[src/skip_exec_pkg.sv]
package skip_exec_pkg;

  // ----------------------------------------
  // Widths
  // ----------------------------------------
  localparam int DATA_W = 8;
  localparam int PWORD_W = 16;
  localparam int BIT_SEL_W = 3;
  localparam int PTR_W = 8;

  // ----------------------------------------
  // Field positions of a program word
  // ----------------------------------------
  localparam int PWORD_LO_LSB = 0;
  localparam int PWORD_HI_LSB = 8;

  // ----------------------------------------
  // Reset values and the zero byte
  // ----------------------------------------
  localparam logic [DATA_W-1:0] ACC_RST = 8'h00;
  localparam logic ZERO_FLAG_RST = 1'b0;
  localparam logic [DATA_W-1:0] TABLE_HIGH_RST = 8'h00;
  localparam logic [DATA_W-1:0] BYTE_ZERO = 8'h00;

  // ----------------------------------------
  // Operations
  // ----------------------------------------
  typedef enum logic [2:0] {
    OP_SKIP_IF_BYTE_ZERO = 3'b000,
    OP_SKIP_IF_ZERO_LOAD_ACC = 3'b001,
    OP_SKIP_IF_BIT_ZERO = 3'b010,
    OP_TABLE_READ_CURRENT = 3'b011,
    OP_TABLE_READ_LAST_PAGE = 3'b100,
    OP_XOR_INTO_ACC = 3'b101,
    OP_XOR_INTO_MEMORY = 3'b110,
    OP_XOR_IMMEDIATE = 3'b111
  } op_t;

  // ----------------------------------------
  // Sequencer states
  // ----------------------------------------
  typedef enum logic [1:0] {
    ST_IDLE = 2'b00,
    ST_DATA = 2'b01,
    ST_TABLE = 2'b10,
    ST_DUMMY = 2'b11
  } state_t;

endpackage : skip_exec_pkg

[src/alu_if.sv]
`timescale 1ns/1ps
interface alu_if;
  import skip_exec_pkg::*;
  logic [DATA_W-1:0] acc;
  logic [DATA_W-1:0] operand;
  logic [BIT_SEL_W-1:0] bit_sel;
  logic [DATA_W-1:0] xor_result;
  logic xor_zero;
  logic byte_zero;
  logic bit_clear;
  modport core (
    output acc, operand, bit_sel,
    input xor_result, xor_zero, byte_zero, bit_clear
  );
  modport alu (
    input acc, operand, bit_sel,
    output xor_result, xor_zero, byte_zero, bit_clear
  );
endinterface : alu_if

[src/xor_skip_alu.sv]
`timescale 1ns/1ps
module xor_skip_alu (
  // Operands and results
  alu_if.alu port
);
  import skip_exec_pkg::*;

  always_comb begin
    port.xor_result = port.acc ^ port.operand;
    port.xor_zero = (port.xor_result == BYTE_ZERO);
    port.byte_zero = (port.operand == BYTE_ZERO);
    port.bit_clear = ~port.operand[port.bit_sel];
  end

endmodule : xor_skip_alu

[src/skip_table_xor_exec.sv]
`timescale 1ns/1ps
module skip_table_xor_exec #(
  parameter int DADDR_W = 8,
  parameter int PMEM_AW = 12,
  parameter bit HAS_PTR_HIGH = 1'b1
) (
  // Clock and reset
  input wire logic clk,
  input wire logic rst,
  // Instruction request
  input wire logic instr_valid,
  output logic instr_ready,
  input wire skip_exec_pkg::op_t instr_op,
  input wire logic [DADDR_W-1:0] instr_addr,
  input wire logic [skip_exec_pkg::BIT_SEL_W-1:0] instr_bit,
  input wire logic [skip_exec_pkg::DATA_W-1:0] instr_imm,
  // Completion
  output logic done,
  output logic skip,
  // Table pointers
  input wire logic [skip_exec_pkg::PTR_W-1:0] table_pointer_low,
  input wire logic [skip_exec_pkg::PTR_W-1:0] table_pointer_high,
  // Data memory
  output logic [DADDR_W-1:0] dmem_addr,
  output logic dmem_rd,
  input wire logic [skip_exec_pkg::DATA_W-1:0] dmem_rdata,
  output logic dmem_we,
  output logic [skip_exec_pkg::DATA_W-1:0] dmem_wdata,
  // Program memory
  output logic [PMEM_AW-1:0] pmem_addr,
  output logic pmem_rd,
  input wire logic [skip_exec_pkg::PWORD_W-1:0] pmem_rdata,
  // Core state
  output logic [skip_exec_pkg::DATA_W-1:0] acc,
  output logic zero_flag,
  output logic [skip_exec_pkg::DATA_W-1:0] table_high_byte_reg
);
  import skip_exec_pkg::*;

  // ----------------------------------------
  // Parameter checks
  // ----------------------------------------
  if (PMEM_AW <= PTR_W || PMEM_AW > 2 * PTR_W) begin : g_bad_aw
    $error("PMEM_AW must lie between 9 and 16");
  end
  if (DADDR_W < 1) begin : g_bad_daddr
    $error("DADDR_W must be at least 1");
  end

  // ----------------------------------------
  // State
  // ----------------------------------------
  state_t state, next_state;
  op_t op_q, next_op_q;
  logic [BIT_SEL_W-1:0] bit_q, next_bit_q;
  logic [DATA_W-1:0] next_acc, next_table_high, next_dmem_wdata;
  logic next_zero_flag, next_done, next_skip;
  logic [DADDR_W-1:0] next_dmem_addr;
  logic next_dmem_rd, next_dmem_we, next_pmem_rd;
  logic [PMEM_AW-1:0] next_pmem_addr, cur_page_addr, last_page_addr;
  logic accept;
  logic [2*PTR_W-1:0] ptr_full;

  alu_if alu ();
  xor_skip_alu u_alu (
    .port(alu.alu)
  );

  assign instr_ready = (state == ST_IDLE);
  assign accept = instr_valid && instr_ready;

  // ----------------------------------------
  // Table address forming
  // ----------------------------------------
  // Without a high pointer a current-page read reaches only the first page
  assign ptr_full = {table_pointer_high, table_pointer_low};
  assign cur_page_addr = HAS_PTR_HIGH ? ptr_full[PMEM_AW-1:0]
                       : {{(PMEM_AW-PTR_W){1'b0}}, table_pointer_low};
  assign last_page_addr = {{(PMEM_AW-PTR_W){1'b1}}, table_pointer_low};

  // ----------------------------------------
  // Operand steering
  // ----------------------------------------
  always_comb begin
    alu.acc = acc;
    alu.bit_sel = bit_q;
    alu.operand = (state == ST_IDLE) ? instr_imm : dmem_rdata;
  end

  // ----------------------------------------
  // Sequencer next state
  // ----------------------------------------
  always_comb begin
    next_state = state;
    next_op_q = op_q;
    next_bit_q = bit_q;
    next_acc = acc;
    next_zero_flag = zero_flag;
    next_table_high = table_high_byte_reg;
    next_dmem_addr = dmem_addr;
    next_dmem_wdata = dmem_wdata;
    next_pmem_addr = pmem_addr;
    next_dmem_rd = 1'b0;
    next_dmem_we = 1'b0;
    next_pmem_rd = 1'b0;
    next_done = 1'b0;
    next_skip = 1'b0;
    unique case (state)
      ST_IDLE: begin
        if (accept) begin
          next_op_q = instr_op;
          next_bit_q = instr_bit;
          next_dmem_addr = instr_addr;
          unique case (instr_op)
            OP_XOR_IMMEDIATE: begin
              next_acc = alu.xor_result;
              next_zero_flag = alu.xor_zero;
              next_done = 1'b1;
            end
            OP_TABLE_READ_CURRENT: begin
              next_pmem_addr = cur_page_addr;
              next_pmem_rd = 1'b1;
              next_state = ST_TABLE;
            end
            OP_TABLE_READ_LAST_PAGE: begin
              next_pmem_addr = last_page_addr;
              next_pmem_rd = 1'b1;
              next_state = ST_TABLE;
            end
            default: begin
              next_dmem_rd = 1'b1;
              next_state = ST_DATA;
            end
          endcase
        end
      end
      ST_DATA: begin
        next_done = 1'b1;
        next_state = ST_IDLE;
        unique case (op_q)
          OP_SKIP_IF_BYTE_ZERO: begin
            // Byte is rewritten unchanged, which the load and bit tests do not do
            next_dmem_we = 1'b1;
            next_dmem_wdata = dmem_rdata;
            next_skip = alu.byte_zero;
          end
          OP_SKIP_IF_ZERO_LOAD_ACC: begin
            next_acc = dmem_rdata;
            next_skip = alu.byte_zero;
          end
          OP_SKIP_IF_BIT_ZERO: begin
            next_skip = alu.bit_clear;
          end
          OP_XOR_INTO_ACC: begin
            next_acc = alu.xor_result;
            next_zero_flag = alu.xor_zero;
          end
          OP_XOR_INTO_MEMORY: begin
            next_dmem_we = 1'b1;
            next_dmem_wdata = alu.xor_result;
            next_zero_flag = alu.xor_zero;
          end
          default: begin
            next_done = 1'b1;
          end
        endcase
        // Taken skip holds off the next request for the dummy slot
        if (next_skip) begin
          next_state = ST_DUMMY;
        end
      end
      ST_TABLE: begin
        next_dmem_we = 1'b1;
        next_dmem_wdata = pmem_rdata[PWORD_LO_LSB +: DATA_W];
        next_table_high = pmem_rdata[PWORD_HI_LSB +: DATA_W];
        next_done = 1'b1;
        next_state = ST_IDLE;
      end
      ST_DUMMY: begin
        next_state = ST_IDLE;
      end
    endcase
  end

  // ----------------------------------------
  // Registers
  // ----------------------------------------
  always_ff @(posedge clk or posedge rst) begin
    if (rst) begin
      state <= ST_IDLE;
      op_q <= OP_SKIP_IF_BYTE_ZERO;
      bit_q <= '0;
      acc <= ACC_RST;
      zero_flag <= ZERO_FLAG_RST;
      table_high_byte_reg <= TABLE_HIGH_RST;
      dmem_addr <= '0;
      dmem_wdata <= '0;
      pmem_addr <= '0;
      dmem_rd <= 1'b0;
      dmem_we <= 1'b0;
      pmem_rd <= 1'b0;
      done <= 1'b0;
      skip <= 1'b0;
    end else begin
      state <= next_state;
      op_q <= next_op_q;
      bit_q <= next_bit_q;
      acc <= next_acc;
      zero_flag <= next_zero_flag;
      table_high_byte_reg <= next_table_high;
      dmem_addr <= next_dmem_addr;
      dmem_wdata <= next_dmem_wdata;
      pmem_addr <= next_pmem_addr;
      dmem_rd <= next_dmem_rd;
      dmem_we <= next_dmem_we;
      pmem_rd <= next_pmem_rd;
      done <= next_done;
      skip <= next_skip;
    end
  end
endmodule : skip_table_xor_exec

[config.mk]
export PLATFORM = sky130hd
export DESIGN_NAME = skip_table_xor_exec
export DESIGN_NICKNAME = d
export VERILOG_FILES = /design/src/skip_exec_pkg.sv /design/src/alu_if.sv /design/src/xor_skip_alu.sv /design/src/skip_table_xor_exec.sv
export SDC_FILE = /design/constraint.sdc
export NUM_CORES = 1
export LEC_CHECK = 0
export ABC_CLOCK_PERIOD_IN_PS = 2530
export BUFFER_PORTS_ARGS = -buffer_cell sky130_fd_sc_hd__buf_4
export CAP_MARGIN = 20
export CORE_MARGIN = 10
export CORE_UTILIZATION = 45
export CTS_CLUSTER_SIZE = 12
export DETAILED_ROUTE_END_ITERATION = 6
export GPL_TIMING_DRIVEN = 0
export PLACE_DENSITY = 0.74
export SETUP_SLACK_MARGIN = 0.05
export SYNTH_ARGS = -nofsm -noshare
export SYNTH_HDL_FRONTEND = slang
export SYNTH_SLANG_ARGS = --single-unit
[constraint.sdc]
create_clock -name clk -period 2.53 [get_ports clk]
set_input_delay 0.1265 -clock clk [delete_from_list [all_inputs] [get_ports clk]]
set_output_delay 0.1265 -clock clk [all_outputs]
set_load 0.01 [all_outputs]
# Yosys cells after proc, flatten, opt, wreduce, memory -nomap -nowiden
# Index checks and enable logic that the tools add are counted.
# word_totals
regBits,58
output_inout_bits,51
elab_cells,86
# classes
order_cmp,1
eq_ne,16
mux,32
bitwise,2
reduce_logical,21
# ops
op,count
case mux 8 bit (2 select lines),4
2-to-1 mux 8 bit,3
case mux 12 bit (2 select lines),1
logical NOT 8 bit,2
2-to-1 mux 1 bit,15
"== test 3 bit, second input constant",4
OR reduction 2 bit,6
case mux 1 bit (2 select lines),4
AND reduction 4 bit,2
bitwise XOR 8 bit,1
"== test 3 x 2 -> 1 bit, second input constant",2
"inequality test 3 x 1 -> 1 bit, second input constant",2
case mux 2 bit (3 select lines),1
AND reduction 2 bit,3
nonzero test 2 bit,3
"== test 2 bit, second input constant",2
"less-than comparator 3 x 4 -> 1 bit, second input constant",1
2-to-1 mux 2 bit,2
"inequality test 2 x 1 -> 1 bit, second input constant",2
"inequality test 2 bit, second input constant",2
case mux 2 bit (2 select lines),1
binary-select mux 1 bit (select 3 bit),1
"== test 3 x 1 -> 1 bit, second input constant",1
logical NOT 3 bit,1
6 further kinds,6

# Longest topological paths before layout
# logic_depth
word_depth,9
depth_mapped,7

# Cells and area by module
# A second synthesis with hierarchy kept.
# unflattened
cells_unflattened,217
area_unflattened_um2,2937.8
# modules_own_cells
module,instances,cells_each,area_per_inst_um2,seq_area_each_um2
skip_table_xor_exec,1,200,2767.7,1451.4
xor_skip_alu,1,17,170.2,0.0

# Worst setup path before layout
# OpenSTA, ideal clock, no wires.
# synth_path
path_type,flip-flop to flip-flop
startpoint,register state[0]
endpoint,register state[1]
arrival_ns,1.874
required_time_ns,2.443
slack_ns,0.569
stages_incl_launch_ff,8
path_buffers,1
period_less_slack_ns,1.961
path_cell_list,dfrtp_1 inv_1 ha_1 buf_6 mux4_2 a22oi_1 o2111ai_1 o211ai_1
# synth_via
elab_chain_cells,9
elab_cells_between_ends,18
cone_classes,eq/ne: 5; mux: 7; bitwise: 1; reduce/logical: 5
# synth_lines
element,line,text
from (decl),skip_table_xor_exec.sv:53,"state_t state, next_state;"
from (signal assigned),skip_table_xor_exec.sv:205,state <= next_state;
logical NOT 2 bit (*),skip_table_xor_exec.sv:69,assign instr_ready = (state == ST_IDLE);
via instr_ready,skip_table_xor_exec.sv:12,"output logic instr_ready,"
2-to-1 mux 8 bit,skip_table_xor_exec.sv:87,alu.operand = (state == ST_IDLE) ? instr_imm : dmem_rdata;
binary-select mux 1 bit (select 3 bit),xor_skip_alu.sv:12,port.bit_clear = ~port.operand[port.bit_sel];
2-to-1 mux 1 bit (implied by the code),xor_skip_alu.sv:12,
inverter 1 bit,xor_skip_alu.sv:12,
case mux 1 bit (2 select lines),skip_table_xor_exec.sv:140,unique case (op_q)
2-to-1 mux 1 bit,skip_table_xor_exec.sv:108,unique case (state)
2-to-1 mux 2 bit,skip_table_xor_exec.sv:168,if (next_skip) begin
case mux 2 bit (3 select lines),skip_table_xor_exec.sv:108,
# The timed path passes the listed nets; every way through them passes the cells marked *. The select of a mux whose other input is x is not followed.
# A chain may end at the register's enable or synchronous reset.

# Worst setup path after layout
# layout_path
startpoint,register state[0]
endpoint,register state[1]
# layout_via
elab_chain_cells,9
elab_cells_between_ends,18
cone_classes,eq/ne: 5; mux: 7; bitwise: 1; reduce/logical: 5
# layout_lines
element,line
logical NOT 2 bit,"skip_table_xor_exec.sv:69, skip_table_xor_exec.sv:87, skip_table_xor_exec.sv:108"
2-to-1 mux 8 bit,skip_table_xor_exec.sv:87
binary-select mux 1 bit (select 3 bit),xor_skip_alu.sv:12
2-to-1 mux 1 bit (implied by the code),xor_skip_alu.sv:12
inverter 1 bit,xor_skip_alu.sv:12
case mux 1 bit (2 select lines),skip_table_xor_exec.sv:140
2-to-1 mux 1 bit,skip_table_xor_exec.sv:108
2-to-1 mux 2 bit,skip_table_xor_exec.sv:168
case mux 2 bit (3 select lines),skip_table_xor_exec.sv:108
# Parallel ways exist; a longest one is shown, timed or not. The select of a mux whose other input is x is not followed.

==> results.md <==
* Number of hold-slack violations in the final timing report at 0
* Flip-flop and latch count after synthesis at 58
* Class of the tightest hold or removal check: input pin to flop
* Ratio of cells with drive above 1 in the final layout at 0.429
* Final setup violation count at 0
* Async set-or-reset flop fraction in the synthesized netlist at 1.00
* Initial antenna violation count at 0
* R2r setup slk at 0.33 ns
* R2R cell count at 7
* Fraction of the yosys area taken by sequential cells at 0.473
* Total routed wirelength at 8930 um
* Cell count after synthesis at 270
* Clock network fraction of total power at 0.187
* Resized Gates After CTS at 0
* Most common cell after layout, fill and taps aside: sky130_fd_sc_hd__buf_4
* Drt initial violations at 108
* Placed Cells incl. Taps at 460
* Ant diodes at 0
* Cell Count, Final, Fillers Out at 481
* Buffers added on ports at 109
* Largest stage delay on the critical path at 0.51 ns
* Switch share at 0.380
* Die Footprint at 10,500 um^2
* Ranking of synthesized cells by area: sky130_fd_sc_hd__dfrtp_1 (47%), sky130_fd_sc_hd__mux2_2 (12%), sky130_fd_sc_hd__mux2i_1 (4.6%), sky130_fd_sc_hd__o2bb2ai_1 (2.6%), sky130_fd_sc_hd__xnor2_1 (2.3%)
* Max transition margin at 0.627
* Antenna violation net count after detailed routing at 0
* Setup skew after layout at 0.00895 ns
* Syn_nets at 339
* Origin of the critical flop-to-flop path: state[0]
* Worst IR Drop VDD at 716 uV
* Dpl ws at 0.357 ns
* Critical Path Source: state[0]
* Maximum level of the CTS H-tree at 3
* Core area at 6720 um^2
* Largest net degree at the start of global routing at 34
* Crit Path Category: flop to flop
* Per-cell via count in the routed design at 5.48
* Library cell contributing the largest single delay on the critical path: sky130_fd_sc_hd__mux4_2
* Primary flip-flop cell chosen by synthesis mapping: sky130_fd_sc_hd__dfrtp_1
* Max-slew violation count at 0
* MaxCap Viol Count at 0
* Y dimension of the die at 103 um
* Number of primary I/O pins at 116
* Number of warnings printed during yosys synthesis at 0
* P&R area growth vs syn at 39.6%
* Overall Global Routing Usage at 0.170
* Distinct cells, synth at 47
* Remaining design rule violation count at 0
* Die width at 103 um
* Number of flops mapped to enable cells by yosys at 0
* Cells along the critical path: inv_1, ha_1, buf_6, mux4_2, a22oi_1, o2111ai_1, o211ai_1
* Clock root buffer master: sky130_fd_sc_hd__clkbuf_8
* Maximum buffer depth of the clock tree at 2
* Least-Margin Pin Slew at 0.559 ns
* Clock tree from TritonCTS: yes
* Family with the most delay on the worst path: compound AO/OA/AOI/OAI gates
* Mapped cell area at 3070 um^2
* Count of vias placed by the detailed router at 2,635
* Type of destination of the critical path: flop
* Min-Delay Endpoint: alu.bit_sel[1]
* Number of cell rows at 30
* Status: complete, no violations
* Cell Int Power at 0.00326 W
* Timing-limited maximum frequency at 454 MHz
* Final nets at 465
* Ratio of total power to cell area at 1230 nW/um^2
* Net switching power of the design at 0.00200 W
* Largest register by flop count: pmem_addr
* Crit path required time at 2.79 ns
* Setup repair after global routing missed its margin: false
* Maximum fanout along the worst path at 10
* Total negative slack at 0 ns
* Top library cells by usage in the layout, fill and taps aside: sky130_fd_sc_hd__buf_4 (112), sky130_fd_sc_hd__dfrtp_1 (58), sky130_fd_sc_hd__mux2_2 (32)
* Placer congestion estimate at 0.850
* Average footprint of a synthesized cell at 11.4 um^2
* Arrival @ worst endpoint at 2.46 ns
* Effective utilization at floorplan at 0.457
* Endpoint of the worst register-to-register path: state[1]
* Clock latency reported for the late side of the worst-skew pair at 0.35 ns
* Nature of the critical path startpoint: flop
* Hold_sp: instr_bit[1]
* Max reg flops at 12
* Top-area cell type share of the netlist area at 0.473
* Global-route congestion overflow total at 0
* Clock buffers created by TritonCTS at 9
* Vias in the first global route at 2,808
* Leakage power at 2.02 nW
* Number of clock sinks at 58
* Worst hold stages at 2
* Crit path time final at 2.20 ns
* Wire length per cell at 18.6 um
* Fraction of power consumed by sequential logic at 0.307
* Post-layout worst setup margin at 0.329 ns
* Yosys top cell by area: sky130_fd_sc_hd__dfrtp_1
* Final worst-path cycle share at 0.870
* Detail Placement HPWL at 6790 um
* Buffers plus inverters on the worst setup path at 2
* Global-route wire length before repair at 13,900 um
* Worst slack on hold paths at 0.00975 ns
* Combinational power share at 0.506
* First-pass iteration count of the detailed router at 4
* Worst-path clk slew at 0.07 ns
[kinds of logic (layout without fill, tap and decap cells)]
logic type               count (synthesis)  in the layout  share of synthesized area
buffers and inverters                   28            159                     0.0415
XOR/XNOR                                 9              9                     0.0257
AO/OA/AOI/OAI                           52             52                      0.131
AND/OR/NAND/NOR                         70             70                      0.128
flip-flops                              58             58                      0.473
adder cells (fa/ha/maj)                  4              4                     0.0163
multiplexers                            49             49                      0.185
[cell usage after synthesis (all sizes together), types with 7 or more instances]
cell / n
a211oi: 8
and2: 9
buf: 8
clkbuf: 7
dfrtp: 58
inv: 13
mux2: 32
mux2i: 14
nand2: 13
nand2b: 10
nand3: 13
o21ai: 8
o22ai: 8
o2bb2ai: 9
xnor2: 8
[power groups by stage]
stage          Sequential [W]  Combinational [W]  Clock (W)
2_1_floorplan         0.00176            0.00146          0
3_3_place_gp          0.00161            0.00261          0
3_5_place_dp          0.00163            0.00267          0
4_1_cts               0.00162            0.00268   0.000997
5_1_grt               0.00167            0.00290    0.00105
6_report              0.00162            0.00266   0.000981
[area by class of cell]
cell class                 instances  area, um^2
buffer                            15        78.8
clock buffer                      10         138
clock inverter                     6        88.8
fill                             546        2430
inverter                          13        48.8
multi-input combinational        184        1490
sequential                        58        1450
tap                               80         100
timing repair buffer             115         888
[layer usage]
| layer | up-vias | part of all wire | global-route usage |
|---|---|---|---|
| li1 | 1235 | - | - |
| met1 | 1279 | 0.39 | 0.195 |
| met2 | 107 | 0.48 | 0.265 |
| met3 | 14 | 0.12 | 0.0898 |
| met4 | 0 | 0.014 | 0.0597 |
| met5 | - | 0 | 0 |
[worst max-delay path by stage]
stage / to / slack, ns / cells past startpoint
2_1_floorplan: state[1] / 0.57 / 7
3_3_place_gp: acc[6] / 0.18 / 2
3_5_place_dp: state[1] / 0.36 / 7
4_1_cts: state[1] / 0.34 / 7
5_1_grt: state[1] / 0.22 / 7
6_report: state[1] / 0.33 / 7
[stage by stage]
step | utilization | instance area, um^2 | total power, W
final | 0.638 | 4290 | 0.00525
after global routing | 0.638 | 4290 | 0.00562
after CTS | 0.636 | 4280 | 0.00530
after detailed placement | 0.597 | 4010 | 0.00430
after global placement | 0.594 | 3990 | 0.00422
after floorplan | - | 3070 | 0.00322
[what timing repair did]
action	in CTS	in global routing
endpoints found under the hold margin	28	1
setup buffers	0	0
hold buffers	4	1
[worst reg2reg max path: cells and delay by family (launching register included)]
family                     cells  cell delay [ns]
AOI/OAI and AO/OA              3             0.58
adders and majority gates      1             0.31
buffers and inverters          2             0.32
DFF                            1             0.41
muxes                          1             0.51
Note: power is estimated with default switching activity, not from simulation.
